===== src/include/timer2_pkg.sv =====
package timer2_pkg;

  // Register byte offsets on the AXI4-Lite bus
  localparam int unsigned    ADDR_W       = 8;
  localparam logic [7:0]     CTRL_OFS     = 8'h00;
  localparam logic [7:0]     CLKCTL_OFS   = 8'h04;
  localparam logic [7:0]     RELOAD_OFS   = 8'h08;
  localparam logic [7:0]     COUNT_OFS    = 8'h0C;
  localparam logic [7:0]     IRQ_STAT_OFS = 8'h10;
  localparam logic [7:0]     IRQ_MASK_OFS = 8'h14;

  // Control register field positions
  localparam int unsigned    HI_FLAG_BIT  = 7;
  localparam int unsigned    LO_FLAG_BIT  = 6;
  localparam int unsigned    LO_IEN_BIT   = 5;
  localparam int unsigned    SPLIT_BIT    = 3;
  localparam int unsigned    RUN_BIT      = 2;
  localparam int unsigned    XCLK_BIT     = 0;
  localparam logic [7:0]     CTRL_WR_MASK = 8'hED;
  localparam logic [7:0]     CTRL_RESET   = 8'h00;

  // Clock control, interrupt status and mask field positions
  localparam int unsigned    CLK_LO_BIT   = 0;
  localparam int unsigned    CLK_HI_BIT   = 1;
  localparam int unsigned    IRQ_HI_BIT   = 0;
  localparam int unsigned    IRQ_LO_BIT   = 1;
  localparam int unsigned    IRQ_W        = 2;

  // Counter constants and reset values
  localparam logic [7:0]     BYTE_ONES    = 8'hFF;
  localparam logic [7:0]     BYTE_ZERO    = 8'h00;
  localparam logic [15:0]    WORD_ZERO    = 16'h0000;
  localparam logic [31:0]    DATA_ZERO    = 32'h0000_0000;

  // Prescaler ratios
  localparam int unsigned    SYS_DIV      = 12;
  localparam int unsigned    EXT_DIV      = 8;

  // AXI responses
  localparam logic [1:0]     RESP_OKAY    = 2'b00;
  localparam logic [1:0]     RESP_SLVERR  = 2'b10;

endpackage : timer2_pkg


===== src/design/tick_prescaler.sv =====
`timescale 1ns/10ps
`default_nettype none

module tick_prescaler #(
  parameter int unsigned SYS_DIV = timer2_pkg::SYS_DIV,
  parameter int unsigned EXT_DIV = timer2_pkg::EXT_DIV
) (
  input  wire logic aclk,
  input  wire logic aresetn,
  input  wire logic ext_clk_in,
  input  wire logic ext_select,
  output logic      ext_tick
);

  localparam int unsigned SW = $clog2(SYS_DIV);
  localparam int unsigned EW = $clog2(EXT_DIV);
  localparam logic [SW-1:0] SYS_LAST = SW'(SYS_DIV - 1);
  localparam logic [EW-1:0] EXT_LAST = EW'(EXT_DIV - 1);

  logic [SW-1:0] sys_cnt_ff;
  logic [EW-1:0] ext_cnt_ff;
  logic          ext_prev_ff;
  logic          sys_tick_ff;
  logic          ext_tick_ff;

  // Rising edges of the external clock input
  wire ext_edge = ext_clk_in && !ext_prev_ff;
  // [RL13] system clock over twelve
  wire sys_wrap = sys_cnt_ff == SYS_LAST;
  wire ext_wrap = ext_edge && (ext_cnt_ff == EXT_LAST);

  // Both dividers run free so a source change takes effect at once
  always_ff @(posedge aclk) begin
    if (!aresetn) begin
      sys_cnt_ff  <= '0;
      ext_cnt_ff  <= '0;
      ext_prev_ff <= 1'b0;
      sys_tick_ff <= 1'b0;
      ext_tick_ff <= 1'b0;
    end else begin
      sys_cnt_ff  <= sys_wrap ? '0 : SW'(sys_cnt_ff + 1'b1);
      ext_cnt_ff  <= ext_edge ? (ext_wrap ? '0 : EW'(ext_cnt_ff + 1'b1)) : ext_cnt_ff;
      ext_prev_ff <= ext_clk_in;
      sys_tick_ff <= sys_wrap;
      // [RL10] external over eight
      ext_tick_ff <= ext_select ? ext_wrap : sys_wrap;
    end
  end

  assign ext_tick = ext_tick_ff;

  chk_sys_div_period: assert property (@(posedge aclk) disable iff (!aresetn) // [RL13]
    sys_tick_ff |=> !sys_tick_ff ##10 !sys_tick_ff ##1 sys_tick_ff)
    else $error("system clock prescaler period is not twelve");

  chk_ext_div_tick: assert property (@(posedge aclk) disable iff (!aresetn) // [RL10]
    ext_select && ext_edge && (ext_cnt_ff != EXT_LAST) |=> !ext_tick_ff)
    else $error("external prescaler ticked before eighth edge");

endmodule : tick_prescaler

`default_nettype wire


===== src/design/timer2_ctrl.sv =====
// Notes on behaviour
// [RL1] Low byte rolling from all ones to zero sets the low-byte overflow flag.
// [RL2] Low flag raises an interrupt only with low enable and timer interrupts enabled.
// [RL3] Low-byte overflow flag sets in both split and combined modes.
// [RL4] Hardware never clears overflow flags; software clears them by writing zero.
// [RL5] Low-byte interrupt enable: zero disables, one enables low overflow interrupts.
// [RL6] Software should keep low interrupt enable clear in combined 16-bit mode.
// [RL7] Control bits 4 and 1 read zero and ignore writes.
// [RL8] Split bit zero gives one 16-bit counter, one gives two 8-bit counters.
// [RL9] Run bit gates the timer; in split mode only the high byte.
// [RL10] External select one picks external clock input divided by eight.
// [RL11] In split mode the external select applies to both bytes together.
// [RL12] Per-byte clock choice bits pick prescaled source or system clock per byte.
// [RL13] External select zero picks system clock divided by twelve.
// [RL14] Combined counter wrapping all ones to zero sets the high-byte overflow flag.
// [RL15] Each counting unit reloads from its reload value when its flag sets.
`timescale 1ns/10ps
`default_nettype none

module timer2_ctrl #(
  parameter int unsigned ADDR_W = timer2_pkg::ADDR_W
) (
  input  wire logic              aclk,
  input  wire logic              aresetn,
  input  wire logic [ADDR_W-1:0] s_axi_awaddr,
  input  wire logic              s_axi_awvalid,
  output logic                   s_axi_awready,
  input  wire logic [31:0]       s_axi_wdata,
  input  wire logic [3:0]        s_axi_wstrb,
  input  wire logic              s_axi_wvalid,
  output logic                   s_axi_wready,
  output logic [1:0]             s_axi_bresp,
  output logic                   s_axi_bvalid,
  input  wire logic              s_axi_bready,
  input  wire logic [ADDR_W-1:0] s_axi_araddr,
  input  wire logic              s_axi_arvalid,
  output logic                   s_axi_arready,
  output logic [31:0]            s_axi_rdata,
  output logic [1:0]             s_axi_rresp,
  output logic                   s_axi_rvalid,
  input  wire logic              s_axi_rready,
  input  wire logic              ext_clk_in,
  output logic                   irq
);

  // Address match against a register offset
  function automatic logic at_ofs(input logic [ADDR_W-1:0] addr, input logic [7:0] ofs);
    at_ofs = addr == ADDR_W'(ofs);
  endfunction : at_ofs

  // True for any offset that holds a register
  function automatic logic is_mapped(input logic [ADDR_W-1:0] addr);
    is_mapped = at_ofs(addr, timer2_pkg::CTRL_OFS) || at_ofs(addr, timer2_pkg::CLKCTL_OFS) ||
                at_ofs(addr, timer2_pkg::RELOAD_OFS) || at_ofs(addr, timer2_pkg::COUNT_OFS) ||
                at_ofs(addr, timer2_pkg::IRQ_STAT_OFS) || at_ofs(addr, timer2_pkg::IRQ_MASK_OFS);
  endfunction : is_mapped

  // Byte-lane merge of a 16-bit register
  function automatic logic [15:0] merge16(input logic [15:0] old, input logic [31:0] data,
                                          input logic [3:0] strb);
    merge16 = {strb[1] ? data[15:8] : old[15:8], strb[0] ? data[7:0] : old[7:0]};
  endfunction : merge16

  // Byte increment that stays eight bits wide
  function automatic logic [7:0] inc8(input logic [7:0] val);
    inc8 = 8'(val + 8'h01);
  endfunction : inc8

  logic [ADDR_W-1:0]                aw_addr_ff;
  logic                             aw_held_ff;
  logic [31:0]                      w_data_ff;
  logic [3:0]                       w_strb_ff;
  logic                             w_held_ff;
  logic                             bvalid_ff;
  logic [1:0]                       bresp_ff;
  logic                             rvalid_ff;
  logic [31:0]                      rdata_ff;
  logic [1:0]                       rresp_ff;
  logic [7:0]                       ctrl_ff;
  logic [1:0]                       clk_choice_ff;
  logic [15:0]                      reload_ff;
  logic [7:0]                       cnt_lo_ff;
  logic [7:0]                       cnt_hi_ff;
  logic [timer2_pkg::IRQ_W-1:0]     irq_stat_ff;
  logic [timer2_pkg::IRQ_W-1:0]     irq_mask_ff;
  logic                             ext_tick;

  // Bus handshakes: one write and one read at a time
  assign s_axi_awready = !aw_held_ff && !bvalid_ff;
  assign s_axi_wready  = !w_held_ff && !bvalid_ff;
  assign s_axi_arready = !rvalid_ff;
  wire   wr_fire       = aw_held_ff && w_held_ff;
  wire   rd_fire       = s_axi_arvalid && s_axi_arready;

  // Write decode, lane 0 carries the byte-wide registers
  wire wr_ctrl   = wr_fire && at_ofs(aw_addr_ff, timer2_pkg::CTRL_OFS) && w_strb_ff[0];
  wire wr_clkctl = wr_fire && at_ofs(aw_addr_ff, timer2_pkg::CLKCTL_OFS) && w_strb_ff[0];
  wire wr_reload = wr_fire && at_ofs(aw_addr_ff, timer2_pkg::RELOAD_OFS);
  wire wr_count  = wr_fire && at_ofs(aw_addr_ff, timer2_pkg::COUNT_OFS) && (|w_strb_ff[1:0]);
  wire wr_mask   = wr_fire && at_ofs(aw_addr_ff, timer2_pkg::IRQ_MASK_OFS) && w_strb_ff[0];
  wire rd_stat   = rd_fire && at_ofs(s_axi_araddr, timer2_pkg::IRQ_STAT_OFS);

  // Control fields
  wire split   = ctrl_ff[timer2_pkg::SPLIT_BIT];
  wire run     = ctrl_ff[timer2_pkg::RUN_BIT];
  wire lo_ien  = ctrl_ff[timer2_pkg::LO_IEN_BIT];
  wire ext_sel = ctrl_ff[timer2_pkg::XCLK_BIT];

  // [RL12] per-byte clock choice
  wire lo_tick = clk_choice_ff[timer2_pkg::CLK_LO_BIT] || ext_tick;
  wire hi_tick = clk_choice_ff[timer2_pkg::CLK_HI_BIT] || ext_tick;

  // [RL9] run gating per mode
  wire lo_step = split ? lo_tick : (run && lo_tick);
  wire hi_step = run && hi_tick;

  // [RL1] low byte rollover
  wire lo_full   = cnt_lo_ff == timer2_pkg::BYTE_ONES;
  wire hi_full   = cnt_hi_ff == timer2_pkg::BYTE_ONES;
  wire lo_evt    = lo_step && lo_full;
  // [RL14] combined counter wrap
  wire word_wrap = !split && lo_evt && hi_full;
  // [RL8] structure follows split bit
  wire hi_evt    = split ? (hi_step && hi_full) : word_wrap;

  // [RL15] reload on each split byte overflow and on the 16-bit wrap; combined low byte otherwise rolls to zero
  wire [7:0] lo_next = !lo_step ? cnt_lo_ff :
                       !lo_full ? inc8(cnt_lo_ff) :
                       (split || hi_full) ? reload_ff[7:0] : timer2_pkg::BYTE_ZERO;
  wire       hi_adv  = split ? hi_step : lo_evt;
  wire [7:0] hi_next = !hi_adv ? cnt_hi_ff : hi_full ? reload_ff[15:8] : inc8(cnt_hi_ff);
  wire [15:0] nxt_cnt = wr_count ? merge16({cnt_hi_ff, cnt_lo_ff}, w_data_ff, w_strb_ff)
                                 : {hi_next, lo_next};

  // [RL3] low flag in every mode
  wire [7:0] flag_set = (8'(lo_evt) << timer2_pkg::LO_FLAG_BIT) |
                        (8'(hi_evt) << timer2_pkg::HI_FLAG_BIT);
  // [RL7] unused bits held at zero
  wire [7:0] ctrl_base = wr_ctrl ? (w_data_ff[7:0] & timer2_pkg::CTRL_WR_MASK) : ctrl_ff;
  // [RL4] flags set by hardware win over a clearing write
  wire [7:0] nxt_ctrl  = ctrl_base | flag_set;

  // [RL5] low events reach the status only while enabled
  wire [timer2_pkg::IRQ_W-1:0] irq_evt =
    (timer2_pkg::IRQ_W'(lo_evt && lo_ien) << timer2_pkg::IRQ_LO_BIT) |
    (timer2_pkg::IRQ_W'(hi_evt) << timer2_pkg::IRQ_HI_BIT);
  wire [timer2_pkg::IRQ_W-1:0] nxt_irq_stat = irq_evt | (rd_stat ? '0 : irq_stat_ff);

  // Read data selection
  wire [31:0] rd_word =
    at_ofs(s_axi_araddr, timer2_pkg::CTRL_OFS)     ? 32'(ctrl_ff) :
    at_ofs(s_axi_araddr, timer2_pkg::CLKCTL_OFS)   ? 32'(clk_choice_ff) :
    at_ofs(s_axi_araddr, timer2_pkg::RELOAD_OFS)   ? 32'(reload_ff) :
    at_ofs(s_axi_araddr, timer2_pkg::COUNT_OFS)    ? 32'({cnt_hi_ff, cnt_lo_ff}) :
    at_ofs(s_axi_araddr, timer2_pkg::IRQ_STAT_OFS) ? 32'(irq_stat_ff) :
    at_ofs(s_axi_araddr, timer2_pkg::IRQ_MASK_OFS) ? 32'(irq_mask_ff) : timer2_pkg::DATA_ZERO;

  // [RL11] one prescaled source for both bytes
  tick_prescaler #(
    .SYS_DIV (timer2_pkg::SYS_DIV),
    .EXT_DIV (timer2_pkg::EXT_DIV)
  ) u_prescaler (
    .aclk       (aclk),
    .aresetn    (aresetn),
    .ext_clk_in (ext_clk_in),
    .ext_select (ext_sel),
    .ext_tick   (ext_tick)
  );

  // Write channel capture and response
  always_ff @(posedge aclk) begin
    if (!aresetn) begin
      aw_addr_ff <= '0;
      aw_held_ff <= 1'b0;
      w_data_ff  <= timer2_pkg::DATA_ZERO;
      w_strb_ff  <= '0;
      w_held_ff  <= 1'b0;
      bvalid_ff  <= 1'b0;
      bresp_ff   <= timer2_pkg::RESP_OKAY;
    end else begin
      if (s_axi_awvalid && s_axi_awready) begin
        aw_addr_ff <= s_axi_awaddr;
        aw_held_ff <= 1'b1;
      end else if (wr_fire) begin
        aw_held_ff <= 1'b0;
      end
      if (s_axi_wvalid && s_axi_wready) begin
        w_data_ff <= s_axi_wdata;
        w_strb_ff <= s_axi_wstrb;
        w_held_ff <= 1'b1;
      end else if (wr_fire) begin
        w_held_ff <= 1'b0;
      end
      if (wr_fire) begin
        bvalid_ff <= 1'b1;
        bresp_ff  <= is_mapped(aw_addr_ff) ? timer2_pkg::RESP_OKAY : timer2_pkg::RESP_SLVERR;
      end else if (s_axi_bready) begin
        bvalid_ff <= 1'b0;
      end
    end
  end

  // Read channel
  always_ff @(posedge aclk) begin
    if (!aresetn) begin
      rvalid_ff <= 1'b0;
      rdata_ff  <= timer2_pkg::DATA_ZERO;
      rresp_ff  <= timer2_pkg::RESP_OKAY;
    end else if (rd_fire) begin
      rvalid_ff <= 1'b1;
      rdata_ff  <= rd_word;
      rresp_ff  <= is_mapped(s_axi_araddr) ? timer2_pkg::RESP_OKAY : timer2_pkg::RESP_SLVERR;
    end else if (s_axi_rready) begin
      rvalid_ff <= 1'b0;
    end
  end

  // Configuration registers
  always_ff @(posedge aclk) begin
    if (!aresetn) begin
      ctrl_ff       <= timer2_pkg::CTRL_RESET;
      clk_choice_ff <= '0;
      reload_ff     <= timer2_pkg::WORD_ZERO;
      irq_mask_ff   <= '0;
    end else begin
      ctrl_ff <= nxt_ctrl;
      if (wr_clkctl) begin
        clk_choice_ff <= w_data_ff[1:0];
      end
      if (wr_reload) begin
        reload_ff <= merge16(reload_ff, w_data_ff, w_strb_ff);
      end
      if (wr_mask) begin
        irq_mask_ff <= w_data_ff[timer2_pkg::IRQ_W-1:0];
      end
    end
  end

  // Counter and sticky interrupt status
  always_ff @(posedge aclk) begin
    if (!aresetn) begin
      cnt_lo_ff   <= timer2_pkg::BYTE_ZERO;
      cnt_hi_ff   <= timer2_pkg::BYTE_ZERO;
      irq_stat_ff <= '0;
    end else begin
      cnt_lo_ff   <= nxt_cnt[7:0];
      cnt_hi_ff   <= nxt_cnt[15:8];
      irq_stat_ff <= nxt_irq_stat;
    end
  end

  // [RL2] interrupt needs enabled status bit
  assign irq           = |(irq_stat_ff & irq_mask_ff);
  assign s_axi_bvalid  = bvalid_ff;
  assign s_axi_bresp   = bresp_ff;
  assign s_axi_rvalid  = rvalid_ff;
  assign s_axi_rdata   = rdata_ff;
  assign s_axi_rresp   = rresp_ff;

  chk_lo_flag_set: assert property (@(posedge aclk) disable iff (!aresetn) // [RL1]
    lo_step && cnt_lo_ff == timer2_pkg::BYTE_ONES |=> ctrl_ff[timer2_pkg::LO_FLAG_BIT])
    else $error("low overflow flag not set on rollover");

  chk_irq_needs_enable: assert property (@(posedge aclk) disable iff (!aresetn) // [RL2]
    $rose(irq_stat_ff[timer2_pkg::IRQ_LO_BIT]) |-> $past(lo_evt && lo_ien))
    else $error("low interrupt status set without enable");

  chk_split_lo_reload: assert property (@(posedge aclk) disable iff (!aresetn) // [RL3]
    split && lo_tick && lo_full && !wr_count && !wr_ctrl
    |=> ctrl_ff[timer2_pkg::LO_FLAG_BIT] && cnt_lo_ff == $past(reload_ff[7:0]))
    else $error("split low byte did not flag and reload");

  chk_flag_sticky: assert property (@(posedge aclk) disable iff (!aresetn) // [RL4]
    ctrl_ff[timer2_pkg::LO_FLAG_BIT] && !wr_ctrl |=> ctrl_ff[timer2_pkg::LO_FLAG_BIT])
    else $error("low overflow flag cleared without software");

  chk_lo_ien_gate: assert property (@(posedge aclk) disable iff (!aresetn) // [RL5]
    lo_evt && !lo_ien && !irq_stat_ff[timer2_pkg::IRQ_LO_BIT]
    |=> !irq_stat_ff[timer2_pkg::IRQ_LO_BIT])
    else $error("disabled low overflow reached interrupt status");

  chk_unused_zero: assert property (@(posedge aclk) disable iff (!aresetn) // [RL7]
    wr_ctrl |=> (ctrl_ff & ~timer2_pkg::CTRL_WR_MASK) == timer2_pkg::BYTE_ZERO)
    else $error("unused control bits not zero");

  chk_word_wrap: assert property (@(posedge aclk) disable iff (!aresetn) // [RL14]
    !split && run && lo_tick && lo_full && hi_full && !wr_count && !wr_ctrl
    |=> ctrl_ff[timer2_pkg::HI_FLAG_BIT] && {cnt_hi_ff, cnt_lo_ff} == $past(reload_ff))
    else $error("16-bit wrap did not flag and reload");

  chk_run_stops_high: assert property (@(posedge aclk) disable iff (!aresetn) // [RL9]
    !run && !wr_count |=> $stable(cnt_hi_ff))
    else $error("high byte moved while stopped");

  chk_sys_choice_count: assert property (@(posedge aclk) disable iff (!aresetn) // [RL12]
    split && clk_choice_ff[timer2_pkg::CLK_LO_BIT] && !lo_full && !wr_count
    |=> cnt_lo_ff == inc8($past(cnt_lo_ff)))
    else $error("low byte on system clock did not advance");

endmodule : timer2_ctrl

`default_nettype wire


===== config.mk =====
export PLATFORM = sky130hd
export DESIGN_NAME = timer2_ctrl
export DESIGN_NICKNAME = d
export VERILOG_FILES = /design/src/include/timer2_pkg.sv /design/src/design/tick_prescaler.sv /design/src/design/timer2_ctrl.sv
export SDC_FILE = /design/constraint.sdc
export NUM_CORES = 1
export LEC_CHECK = 0
export BUFFER_PORTS_ARGS = -buffer_cell sky130_fd_sc_hd__buf_2
export CELL_PAD_IN_SITES_DETAIL_PLACEMENT = 0
export CELL_PAD_IN_SITES_GLOBAL_PLACEMENT = 1
export CORE_ASPECT_RATIO = 1.5
export CORE_UTILIZATION = 36
export CTS_CLUSTER_SIZE = 40
export DETAILED_ROUTE_END_ITERATION = 12
export GPL_ROUTABILITY_DRIVEN = 0
export PLACE_DENSITY = 0.75
export SYNTH_ARGS = -nofsm -noshare
export SYNTH_HDL_FRONTEND = slang
export SYNTH_SLANG_ARGS = --single-unit

===== constraint.sdc =====
create_clock -name aclk -period 2.07 [get_ports aclk]
set_input_delay 0.414 -clock aclk [delete_from_list [all_inputs] [get_ports aclk]]
set_output_delay 0.414 -clock aclk [all_outputs]
set_load 0.1 [all_outputs]

# Word-level counts from Yosys, hierarchy flattened
# Index checks and enable logic that the tools add are counted.
# word_totals
ram_bits	0
latch_bits	0
input_bits	60
out_inout_bits	42
n_memories	0
mem_bits_ro	0
ff_bits	121
wordCells	137
# classes
div	0
n_lt_le_gt_ge	0
n_eq_ne	16
n_mux	30
n_mul	0
n_reduce_logical	59
add_sub_neg	4
bitwise_logic	6
shift	0
# op_table
operator	n
16-bit 2-to-1 mux	5
8-bit 2-to-1 mux	8
8-bit by 4-bit == test with 1-bit output, second input constant	4
8-bit by 5-bit == test with 1-bit output, second input constant	4
1-bit logical AND	25
8-bit by 1-bit adder with 8-bit output, second input constant	2
8-bit by 3-bit == test with 1-bit output, second input constant	2
8-bit == test, second input constant	2
8-bit zero test	2
1-bit logical OR	13
2-bit nonzero test	6
1-bit 2-to-1 mux	11
2-bit 2-to-1 mux	5
7-bit by 8-bit OR with 8-bit output	1
8-bit OR	1
2-bit AND reduction	4
1-bit zero test	6
2-bit OR reduction	3
4-bit by 1-bit adder with 4-bit output, second input constant	1
4-bit == test, second input constant	1
2-bit != test, second input constant	2
3-bit by 1-bit adder with 3-bit output, second input constant	1
3-bit == test, second input constant	1
3-bit 2-to-1 mux	1
other kinds (4)	4

# Logic depth before layout (Yosys ltp)
# Gate-level depths: netlist of run 1.
# depth
depth_word	9
mapped_depth	7
depth_no_buf	6

# Hierarchy
# From an unflattened synthesis of run 1, not the netlist that was laid out.
# hier_totals
hier_cells	585
hier_area_um2	4853.4
# by_module_without_submodules
module	instances	area_per_inst_um2	seq_area_each_um2	cells_per_inst
timer2_ctrl	1	4468.0	1841.8	546
tick_prescaler	1	385.4	180.2	39

# Least setup slack after synthesis of run 1
# No wires, ideal clock.
# synth_timing
path_type	register -> register
start	reg bvalid_ff, in the netlist s_axi_bvalid
end	reg w_data_ff[10]
path_stages_with_launch	7
setup_ps	70
arrival_ps	3095
slack_ps	-1095
period_less_slack_ps	3165
path_buffers	2
cell_sequence	dfxtp_1 -> nor2_1 -> and2_1 -> clkbuf_1 -> clkbuf_1 -> nand2_1 -> a21oi_1
# synth_between
elab_chain_cells	3
# synth_lines
item	line	rtl
from (decl)	timer2_ctrl.sv:74	logic bvalid_ff;
from (signal assigned)	timer2_ctrl.sv:178	bvalid_ff <= 1'b0;
from (signal assigned)	timer2_ctrl.sv:195	bvalid_ff <= 1'b1;
from (signal assigned)	timer2_ctrl.sv:198	bvalid_ff <= 1'b0;
1-bit zero test	timer2_ctrl.sv:90	assign s_axi_wready = !w_held_ff && !bvalid_ff;
1-bit logical AND	timer2_ctrl.sv:90	
named net s_axi_wready	timer2_ctrl.sv:31	output logic s_axi_wready,
1-bit logical AND	timer2_ctrl.sv:187	if (s_axi_wvalid && s_axi_wready) begin
to (signal assigned)	timer2_ctrl.sv:175	w_data_ff <= timer2_pkg::DATA_ZERO;
to (signal assigned)	timer2_ctrl.sv:188	w_data_ff <= s_axi_wdata;
to (decl)	timer2_ctrl.sv:71	logic [31:0] w_data_ff;
# The timed path passes the listed nets, and every way through them passes these cells.
# A chain may end at the register's enable or synchronous reset.

# Worst setup path in the final report of run 1
# layout_timing
start	reg aw_addr_ff[0]
end	reg cnt_hi_ff[7]
# layout_between
elab_chain_cells	5
# layout_lines
item	line	rtl
from (decl)	timer2_ctrl.sv:69	logic [ADDR_W-1:0] aw_addr_ff;
from (signal assigned)	timer2_ctrl.sv:182	aw_addr_ff <= s_axi_awaddr;
8-bit by 4-bit == test with 1-bit output (*)	timer2_ctrl.sv:48	at_ofs = addr == ADDR_W'(ofs);
1-bit logical AND (*) (2 in series)	timer2_ctrl.sv:99	wire wr_count = wr_fire && at_ofs(aw_addr_ff, timer2_pkg::COUNT_OFS) && (|w_strb_ff[1:0]);
2-bit != test (no line) / 2-bit nonzero test (equally long branches)	n/a	
2-bit AND reduction (no line)	n/a	
to (signal assigned)	timer2_ctrl.sv:243	cnt_hi_ff <= timer2_pkg::BYTE_ZERO;
to (signal assigned)	timer2_ctrl.sv:247	cnt_hi_ff <= nxt_cnt[15:8];
to (decl)	timer2_ctrl.sv:83	logic [7:0] cnt_hi_ff;
# Mark *: on every way between the ends. The rest lies on a longest branch, timed or not.

==> results of run 1 <==
## layer usage
metal	up-vias	share of wire	track usage
li1	2233	-	-
met1	2105	0.41	0.2142
met2	123	0.52	0.3296
met3	33	0.033	0.03468
met4	0	0.033	0.08456
met5	-	0	0
## final timing paths
kind / start / endpoint / slack [ns] / cells past startpoint
min reg2reg: u_prescaler.sys_cnt_ff[0]$_SDFF_PP0_ / u_prescaler.sys_cnt_ff[0]$_SDFF_PP0_ / 0.44 / 1
max: aw_addr_ff[0]$_SDFFE_PN0P_ / cnt_hi_ff[7]$_SDFFE_PN0P_ / 0.02 / 6
max reg2reg: aw_addr_ff[0]$_SDFFE_PN0P_ / cnt_hi_ff[7]$_SDFFE_PN0P_ / 0.02 / 6
min: s_axi_wdata[13] / w_data_ff[13]$_SDFFE_PN0P_ / 0.30 / 3
## stage by stage
step / area [µm²] / setup TNS [ns]
final: 6088 / 0
after global placement: 5659 / -0.3507
after global routing: 6088 / -0.3184
after detailed placement: 5659 / -0.7321
after CTS: 5956 / 0
after floorplan: 4987 / -0.09387
## Yosys cell counts, types with 6 or more instances
| cell | instances |
|---|---|
| buf_4 | 18 |
| inv_1 | 11 |
| nand4_1 | 7 |
| a21oi_1 | 71 |
| nand3_1 | 18 |
| nand2b_1 | 9 |
| mux2i_1 | 45 |
| nand2_1 | 87 |
| o22ai_1 | 6 |
| clkbuf_1 | 24 |
| nor2_1 | 68 |
| o21ai_0 | 16 |
| dfxtp_1 | 101 |
## state kept, by name, indices dropped and copies added (netlist names), 4 cells and up
signal / flops
reload_ff: 16
s_axi_rdata: 16
w_data_ff: 16
aw_addr_ff: 8
cnt_hi_ff: 8
cnt_lo_ff: 8
ctrl_ff: 6
u_prescaler.sys_cnt_ff: 4
## power breakdown
group	internal (µW)	leakage, µW	switching [µW]
clock network	839	0.000129	699
registers	2000	0.000822	46.9
logic	155	0.00159	418
total	2990	0.00254	1160
## cell families (layout without fill, tap and decap cells)
group | Yosys count | after routing
simple gates | 230 | 230
compound gates | 135 | 135
flops | 101 | 101
buf+inv | 62 | 147
mux | 51 | 51
fa+ha+maj | 5 | 5
xor+xnor | 5 | 5
other cells | 1 | 18
## final cells by class
type | instances | share of cell area
multi-input cells | 444 | 0.4575
flip-flops and latches | 101 | 0.3331
repair buffers | 120 | 0.1266
clock buffers | 13 | 0.04110
well taps | 159 | 0.03268
inverters | 12 | 0.007398
clock inverters | 2 | 0.001644
## worst max-delay path: cells and delay by family, from the launching register on
| kind | cells | cell delay, ns |
|---|---|---|
| buf+inv | 1 | 0.16 |
| compound gates | 2 | 0.27 |
| flops | 1 | 0.32 |
| simple gates | 3 | 1.18 |
## what timing repair did
item | 4_1_cts | 5_1_grt
gates resized for setup | 10 | 29
setup buffers | 0 | 2
hold buffers | 0 | 0
pin swaps | 3 | 6
setup endpoints to repair | 24 | 15
==> results.tsv, run 1 <==
stage	metric	value	unit
drt	vias	4494	
critical_path	critPathRequiredTime	2.30	ns
sta	slew_violations	0	
global_route	antenna_found_initial	0	
drt	wl_per_cell	15.35	µm
floorplan	fp.dieArea	0.01411	mm²
drt	drt_pass1_iterations	4	
finish	finalNonFillerCells	851	
logic_synthesis	synth_cell_type_count	64	
placed_design	dp.final_hpwl	9933	µm
sta	max-slew-margin-rel	0.5646	
drt	drc	0	
clock_network	cts_root_buf	clkbuf_16	
logic_synthesis	synth_area	0.004906	mm²
finish	layout_common_cells	dfxtp_1 (96), nand2_1 (86), a21oi_1 (69)	
clock_network	cts_buffer_depth	2	
clock_network	clock_sinks	101	
critical_path	cp-start-kind	flip-flop	
logic_synthesis	synth_top_family_by_area	simple AND/OR/NAND/NOR gates	
floorplan	start_util	0.3732	
critical_path	cp.arrival	2.28	ns
floorplan	ios	102	
logic_synthesis	synth_top_area_share	0.4121	
logic_synthesis	postSynth.asyncResetShare	0	
sta	fmax	488.1	MHz
clock_network	cts_max_level	3	
logic_synthesis	synth.yosys.seq_area_share	0.4121	
logic_synthesis	muxShareOfSynthArea	0.1102	
flow_run	max_cap_viol_count	0	
floorplan	fp.dieW	97.32	µm
clock_network	numCtsBuffers	9	
critical_path	path_common_cell	or4_4	
logic_synthesis	synth_area_leaders	dfxtp_1 (41%), mux2i_1 (9.2%), a21oi_1 (7.2%), nand2_1 (6.7%), nor2_1 (5.2%)	
global_route	overflow	0	
logic_synthesis	synthAdderAreaFrac	0.01275	
finish	post-route-util	0.4632	
placed_design	dp_slack	-0.08714	ns
drt	drtIter0Drc	266	
sta	fin_worst_skew	0.004783	ns
sta	timing.hold.ws	0.2997	ns
sta	hold_viol	0	
critical_path	crit_type	reg -> reg	
global_route	grt_first_pass_wirelength	21330	µm
sta	worst_pin_slew	0.6516	ns
logic_synthesis	yosys_register_bits	101	
clock_network	cts_tree	done	
finish	regArea	0.002028	mm²
placed_design	dp_cells	834	
finish	final_net_count	753	
logic_synthesis	synth_edf_count	0	
pwr	p_total	4153	µW
critical_path	path_cells	or4_4 > or4_4 > o22ai_4 > buf_6 > or4_4 > a31oi_1	
drt	drt_wl_total	13070	µm
clock_network	clock_latency	0.35	ns
pwr	p_per_area	682.2	mW/mm²
floorplan	die_h	145.0	µm
finish	area_growth	24.10	%
logic_synthesis	synth_xor_area_frac	0.008926	
finish	fillers	1311	
sta	rsz0062_at_grt	true	
global_route	grt_pass1_vias	4329	
outcome	status	finished clean	
finish	diodes	0	
critical_path	critPathMaxStageDelay	0.56	ns
worst_hold_path	hold_class	in -> reg	
sta	setup_viol	0	
logic_synthesis	synth-simple-area-share	0.2214	
logic_synthesis	synth_compound_area_frac	0.1686	
finish	mostFrequentLayoutCell	dfxtp_1	
critical_path	crit_slowest_cell	or4_4	
sta	fin_crit_sh	0.9897	
finish	multiInputGateArea	0.002785	mm²
logic_synthesis	synthCells	590	
sta	layout_min_cycle_time	2.049	ns
logic_synthesis	syn_area_per_cell	8.315	µm²
global_route	grt_use_total	0.1859	
floorplan	core-area	0.01315	mm²
placed_design	port-buffer-count	65	
logic_synthesis	yosysWarnings	0	
finish	post_route_cells_drive_above_1_share	0.2587	
sta	fin_ws	0.02125	ns
drt	routed_via_density	5.281	
pwr	vdd_drop_max	0.3782	mV
critical_path	path_max_fanout	4	
logic_synthesis	yosys.area.top_type	dfxtp_1	
critical_path	end_kind	flip-flop	
clock_network	clk_pin_slew	0.06	ns
floorplan	num_rows	51	
global_route	grt_start_max_net_pins	43	
logic_synthesis	synthFlopType	dfxtp_1	
pwr	leakagePower	0.002541	µW
drt	drtAntennaViolNets	0	
Note: power is estimated with default switching activity, not from simulation.
==> run 2, diff against run 1 <==
--- a/config.mk
+++ b/config.mk
@@ -9,11 +9,12 @@
 export CELL_PAD_IN_SITES_DETAIL_PLACEMENT = 0
 export CELL_PAD_IN_SITES_GLOBAL_PLACEMENT = 1
 export CORE_ASPECT_RATIO = 1.5
-export CORE_UTILIZATION = 36
+export CORE_UTILIZATION = 37
+export CTS_BUF_LIST = sky130_fd_sc_hd__clkbuf_4
 export CTS_CLUSTER_SIZE = 40
 export DETAILED_ROUTE_END_ITERATION = 12
 export GPL_ROUTABILITY_DRIVEN = 0
-export PLACE_DENSITY = 0.75
+export PLACE_DENSITY = 0.77
 export SYNTH_ARGS = -nofsm -noshare
 export SYNTH_HDL_FRONTEND = slang
 export SYNTH_SLANG_ARGS = --single-unit
==> results.tsv, run 2 (synthesis gave the netlist of run 1 again) <==
stage	metric	value	unit
floorplan	ios	102	
pwr	p_comb_frac	0.165	
floorplan	core-area	0.01295	mm²
clock_network	ctsHoldBuffers	0	
critical_path	cp.arrival	2.49	ns
sta	layout_min_cycle_time	2.080	ns
drt	drtAntennaViolNets	0	
critical_path	path_max_fanout	5	
outcome	violations	negative setup slack	
clock_network	clock_latency	0.45	ns
sta	hold_viol	0	
critical_path	crit_type	reg -> reg	
global_route	grt_pass1_vias	4134	
floorplan	start_util	0.3787	
global_route	grt_use_total	0.1889	
critical_path	crit_buf_inv	2	
pwr	p_seq_frac	0.583	
critical_path	timing.rr.start	aw_addr_ff[6]$_SDFFE_PN0P_	
pwr	p_clk_frac	0.253	
sta	fin_worst_skew	0.01677	ns
sta	slew_violations	0	
clock_network	cts_tree	done	
critical_path	r2r_cells	7	
flow_run	max_cap_viol_count	0	
finish	layout_common_cells	dfxtp_1 (95), nand2_1 (86), a21oi_1 (68)	
global_route	grt_first_pass_wirelength	19990	µm
global_route	antenna_found_initial	1	
sta	worst_pin_slew	0.6419	ns
clock_network	numCtsBuffers	9	
drt	drtIter0Drc	197	
finish	final_net_count	752	
sta	setup_viol	6	
critical_path	critical_path.top_delay_family	simple AND/OR/NAND/NOR gates	
critical_path	critPathMaxStageDelay	0.56	ns
worst_hold_path	hold_class	in -> reg	
drt	routed_via_density	5.207	
critical_path	r2r_setup_slack	-0.01	ns
clock_network	clk_pin_slew	0.15	ns
pwr	power.switching	1077	µW
pwr	p_int	2426	µW
clock_network	clock_sinks	101	
critical_path	worstSetupStartpoint	aw_addr_ff[6]$_SDFFE_PN0P_	
drt	drt_pass1_iterations	4	
global_route	overflow	0	
placed_design	port-buffer-count	65	
worst_hold_path	min_from	ext_clk_in	
global_route	grt_start_max_net_pins	40	
floorplan	fp.dieArea	0.01373	mm²
clock_network	cts_root_buf	clkbuf_4	
sta	finalSetupTns	-0.04016	ns
pwr	p_per_area	589.5	mW/mm²
finish	mostFrequentLayoutCell	dfxtp_1	
drt	drt_wl_total	12680	µm
critical_path	cp-start-kind	flip-flop	
sta	fin_ws	-0.009811	ns
finish	post-route-util	0.4587	
sta	fin_crit_sh	1.005	
finish	fillers	1370	
worst_hold_path	min_path_cells	2	
drt	wl_per_cell	14.88	µm
finish	area_growth	21.12	%
pwr	sw_frac_of_total	0.3075	
floorplan	die_h	143.0	µm
sta	max-slew-margin-rel	0.5710	
sta	fmax	480.8	MHz
drt	vias	4436	
drt	drc	0	
finish	post_route_cells_drive_above_1_share	0.2543	
worst_hold_path	hold_end	u_prescaler.ext_prev_ff$_SDFF_PN0_	
sta	rsz0062_at_grt	true	
clock_network	cts_buffer_depth	2	
floorplan	fp.dieW	96.02	µm
pwr	leakagePower	0.002457	µW
placed_design	dp.final_hpwl	9805	µm
critical_path	end_kind	flip-flop	
outcome	status	finished with violations	
critical_path	crit_slowest_cell	or4_4	
pwr	vdd_drop_max	0.2735	mV
clock_network	cts_max_level	3	
critical_path	critPathRequiredTime	2.48	ns
critical_path	rr_endpoint	cnt_lo_ff[2]$_SDFFE_PN0P_	
critical_path	path_cells	or4_4 > buf_6 > nor4_4 > buf_4 > a21oi_2 > o211ai_1 > a32o_1	
floorplan	num_rows	51	
[run 2: cell count changes in the layout (fill, tap and decap cells not counted), moves of 2 or more]
cell	before	now
buf_4	51	49
clkbuf_1	3	0
clkbuf_16	9	0
clkbuf_4	0	12
clkinv_1	0	4
clkinv_2	2	0
nand3_1	16	14
o21ai_2	4	2
[run 2: area by class of cell]
type	instances	area, µm²	area share
clock inverter	4	15.01	0.002527
sequential	101	2029	0.3415
antenna	1	2.502	0.0004211
clock buffer	12	90.09	0.01516
inverter	12	45.04	0.007581
timing repair buffer	119	775.7	0.1306
multi-input combinational	444	2785	0.4687
tap	159	198.9	0.03348
[run 2: what timing repair did]
action | in CTS | in global routing
endpoints found under the setup margin | 20 | 31
setup buffers | 0 | 3
pin swaps | 2 | 16
resized for setup | 9 | 30
[run 2: worst max-delay path by stage]
stage                                       end  slack [ns]  cells after the start
CTS                   cnt_lo_ff[2]$_SDFFE_PN0P_      -0.002                      7
finish                cnt_lo_ff[2]$_SDFFE_PN0P_       -0.01                      7
global placement      cnt_hi_ff[7]$_SDFFE_PN0P_       -0.09                      7
detailed placement  irq_mask_ff[0]$_SDFFE_PN0P_       -0.09                      7
global route          cnt_lo_ff[2]$_SDFFE_PN0P_       -0.11                      7
floorplan             cnt_hi_ff[1]$_SDFFE_PN0P_       -0.05                      7
[run 2: power groups by stage]
stage | Combinational [µW] | Sequential (µW) | Clock, µW
detailed placement | 565 | 2080 | 0
global route | 620 | 2050 | 988
floorplan | 413 | 2110 | 0
CTS | 568 | 2040 | 926
global placement | 559 | 2080 | 0
finish | 577 | 2040 | 885
[run 2: metrics by stage]
stage / cell area, µm² / setup WS (ns) / hold WS (ns) / power (µW) / cells
2_1_floorplan: 4987 / -0.04693 / 0.4172 / 2521 / 607
3_3_place_gp: 5664 / -0.08807 / 0.4291 / 2640 / 833
3_5_place_dp: 5664 / -0.09171 / 0.4550 / 2648 / 833
4_1_cts: 5813 / -0.001690 / 0.1440 / 3534 / 849
5_1_grt: 5942 / -0.1110 / 0.1537 / 3657 / 852
6_report: 5942 / -0.009811 / 0.1711 / 3503 / 852
[run 2: per-layer routing]
layer	global-route usage	share of wire	vias to the layer above
met5	0	0	-
li1	-	-	2244
met4	0.08405	0.028	0
met3	0.03248	0.044	18
met1	0.2107	0.41	2060
met2	0.3415	0.52	114
==> run 3, diff against run 2 <==
--- a/config.mk
+++ b/config.mk
@@ -5,16 +5,16 @@
 export SDC_FILE = /design/constraint.sdc
 export NUM_CORES = 1
 export LEC_CHECK = 0
+export ABC_AREA = 1
 export BUFFER_PORTS_ARGS = -buffer_cell sky130_fd_sc_hd__buf_2
 export CELL_PAD_IN_SITES_DETAIL_PLACEMENT = 0
 export CELL_PAD_IN_SITES_GLOBAL_PLACEMENT = 1
 export CORE_ASPECT_RATIO = 1.5
-export CORE_UTILIZATION = 37
+export CORE_UTILIZATION = 36
 export CTS_BUF_LIST = sky130_fd_sc_hd__clkbuf_4
 export CTS_CLUSTER_SIZE = 40
 export DETAILED_ROUTE_END_ITERATION = 12
-export GPL_ROUTABILITY_DRIVEN = 0
-export PLACE_DENSITY = 0.77
+export PLACE_DENSITY = 0.78
 export SYNTH_ARGS = -nofsm -noshare
 export SYNTH_HDL_FRONTEND = slang
 export SYNTH_SLANG_ARGS = --single-unit
==> constraint.sdc (replaced) <==
create_clock -name aclk -period 2.07 [get_ports aclk]
set_input_delay 0.414 -clock aclk [delete_from_list [all_inputs] [get_ports aclk]]
set_output_delay 0.414 -clock aclk [all_outputs]
set_load 0.02 [all_outputs]
==> results.tsv, run 3 <==
stage	metric	value	unit
outcome	status	finished clean	
placed_design	gp_congestion	0.8546	
critical_path	critPathRequiredTime	2.47	ns
drt	drt_pass1_iterations	5	
logic_synthesis	synth_area_leaders	dfxtp_1 (41%), nand2_1 (13%), a21oi_1 (8.8%), o21ai_0 (7.6%), nand3_1 (5.5%)	
critical_path	crit_buf_inv	1	
logic_synthesis	synth_top_area_share	0.4134	
logic_synthesis	postSynth.asyncResetShare	0	
drt	drtIter0Drc	190	
sta	max-slew-margin-rel	0.6161	
placed_design	placed_area	0.005423	mm²
floorplan	fp.dieW	97.17	µm
critical_path	crit_type	reg -> reg	
flow_run	max_cap_viol_count	0	
drt	routed_via_density	4.923	
sta	rsz0062_at_grt	false	
clock_network	cts_root_buf	clkbuf_4	
clock_network	cts_max_level	3	
logic_synthesis	yosysWarnings	0	
finish	layout_common_cells	nand2_1 (168), dfxtp_1 (101), a21oi_1 (86)	
global_route	grt_use_total	0.1913	
placed_design	dp_slack	0.2616	ns
floorplan	ios	102	
floorplan	start_util	0.3721	
critical_path	crit_slowest_cell	dfxtp_1	
logic_synthesis	yosys.area.top_type	dfxtp_1	
pwr	vdd_drop_max	0.2187	mV
placed_design	port-buffer-count	65	
floorplan	core-area	0.01315	mm²
global_route	grt_first_pass_wirelength	21270	µm
logic_synthesis	synth_cell_type_count	34	
global_route	antenna_found_initial	1	
pwr	p_total	3489	µW
clock_network	clk_pin_slew	0.15	ns
worst_hold_path	hold_class	in -> reg	
drt	wl_per_cell	13.61	µm
floorplan	num_rows	51	
clock_network	cts_resized	0	
sta	fmax	540.3	MHz
logic_synthesis	synthFlopType	dfxtp_1	
logic_synthesis	synthCells	715	
sta	setup_viol	0	
clock_network	numCtsBuffers	9	
logic_synthesis	synth_common_cells	nand2_1 (168), dfxtp_1 (101), a21oi_1 (86)	
critical_path	critPathMaxStageDelay	0.34	ns
critical_path	critical_path.top_delay_family	simple AND/OR/NAND/NOR gates	
drt	drc	0	
placed_design	dp.final_hpwl	10010	µm
drt	drt_wl_total	12970	µm
logic_synthesis	syn_area_per_cell	6.840	µm²
sta	worst_pin_slew	0.5723	ns
global_route	grt_pass1_vias	4482	
sta	hold_viol	0	
critical_path	r2r_setup_slack	0.22	ns
critical_path	cp-start-kind	flip-flop	
logic_synthesis	synth_area	0.004891	mm²
finish	area_growth	13.40	%
clock_network	cts_tree	done	
critical_path	cp_num_cells	7	
global_route	grt_start_max_net_pins	34	
sta	slew_violations	0	
worst_hold_path	min_path_cells	3	
logic_synthesis	yosys_register_bits	101	
drt	drtAntennaViolNets	0	
floorplan	die_h	144.8	µm
critical_path	cp.arrival	2.26	ns
finish	fillers	1444	
sta	fin_crit_sh	0.8941	
sta	fin_ws	0.2192	ns
sta	finalSetupTns	0	ns
finish	post_route_cells_drive_above_1_share	0.1400	
clock_network	cts_setup_buffers	0	
clock_network	clock_sinks	101	
sta	layout_min_cycle_time	1.851	ns
finish	mostFrequentLayoutCell	nand2_1	
global_route	overflow	0	
floorplan	fp.dieArea	0.01407	mm²
critical_path	end_kind	flip-flop	
logic_synthesis	synth_edf_count	0	
logic_synthesis	synth.yosys.seq_area_share	0.4134	
critical_path	path_max_fanout	9	
pwr	p_per_area	629.0	mW/mm²
finish	final_cell_area	0.005547	mm²
logic_synthesis	synth_most_common_cell	nand2_1	
clock_network	cts_buffer_depth	2	
drt	vias	4692	
critical_path	r2r_cells	7	
critical_path	path_cells	nor2_1 > nand3_1 > nor2_4 > nand4_1 > nor2_2 > inv_1 > a21oi_1	
clock_network	clock_latency	0.47	ns
pwr	leakagePower	0.002408	µW
sta	fin_worst_skew	0.02240	ns
finish	final_net_count	855	
clock_network	ctsHoldBuffers	0	
==> run 3: cell count changes in the layout (fill, tap and decap cells not counted), sizes merged, moves of 5 or more <==
| cell | previous run | this run |
|---|---|---|
| o31ai | 5 | 0 |
| or4 | 5 | 0 |
| buf | 119 | 88 |
| a221oi | 5 | 0 |
| a21oi | 71 | 86 |
| and3 | 5 | 0 |
| nand2b | 9 | 0 |
| nor4 | 5 | 0 |
| mux2i | 46 | 0 |
| nand3 | 18 | 56 |
| o21ai | 17 | 74 |
| inv | 12 | 71 |
| nand2 | 87 | 170 |
==> run 3: per-layer routing <==
layer,vias up,global-route usage,part of all wire
li1,2467,-,-
met1,2089,0.2065,0.42
met2,107,0.3655,0.52
met3,29,0.03074,0.031
met4,0,0.08562,0.027
met5,-,0,0
==> run 3: area by class of cell <==
cell class | instances | area [µm²] | area share
repair buffers | 88 | 498.0 | 0.08978
diodes | 1 | 2.502 | 0.0004512
well taps | 159 | 198.9 | 0.03587
clock buffers | 11 | 82.58 | 0.01489
clock inverters | 3 | 38.79 | 0.006993
multi-input cells | 517 | 2430 | 0.4381
inverters | 73 | 274.0 | 0.04940
flip-flops and latches | 101 | 2022 | 0.3645
==> run 3: worst register-to-register path, cell delays in order, from the launching register on <==
cell and delay (ns):
dfxtp_1 0.34, nor2_1 0.18, nand3_1 0.18, nor2_4 0.18
nand4_1 0.11, nor2_2 0.34, inv_1 0.27, a21oi_1 0.20
==> run 3: cells by family after synthesis <==
family                   share of synthesized area
XOR/XNOR                                  0.008955
AND/OR/NAND/NOR                             0.2719
other                                    0.0007667
flip-flops                                  0.4134
buffers and inverters                       0.1028
adder cells (fa/ha/maj)                    0.01279
AO/OA/AOI/OAI                               0.1893
==> run 3: final timing paths <==
| path | to | startpoint |
|---|---|---|
| max | reload_ff[8]$_SDFFE_PN0P_ | aw_addr_ff[7]$_SDFFE_PN0P_ |
| min reg2reg | u_prescaler.sys_cnt_ff[0]$_SDFF_PP0_ | u_prescaler.sys_cnt_ff[0]$_SDFF_PP0_ |
| max reg2reg | reload_ff[8]$_SDFFE_PN0P_ | aw_addr_ff[7]$_SDFFE_PN0P_ |
| min | u_prescaler.ext_prev_ff$_SDFF_PN0_ | ext_clk_in |
==> run 3: through the flow <==
stage          hold WS (ns)  cells  utilization
6_report             0.1456    953       0.4219
5_1_grt              0.1453    953       0.4219
4_1_cts              0.1228    952       0.4218
3_5_place_dp         0.4378    938       0.4125
3_3_place_gp         0.4299    938       0.4125
2_1_floorplan        0.4179    732            -
==> run 3: power breakdown <==
part / internal [µW] / switching (µW) / leakage (µW)
clock network: 379 / 627 / 0.0000702
registers: 2020 / 42.7 / 0.000823
logic: 133 / 288 / 0.00151
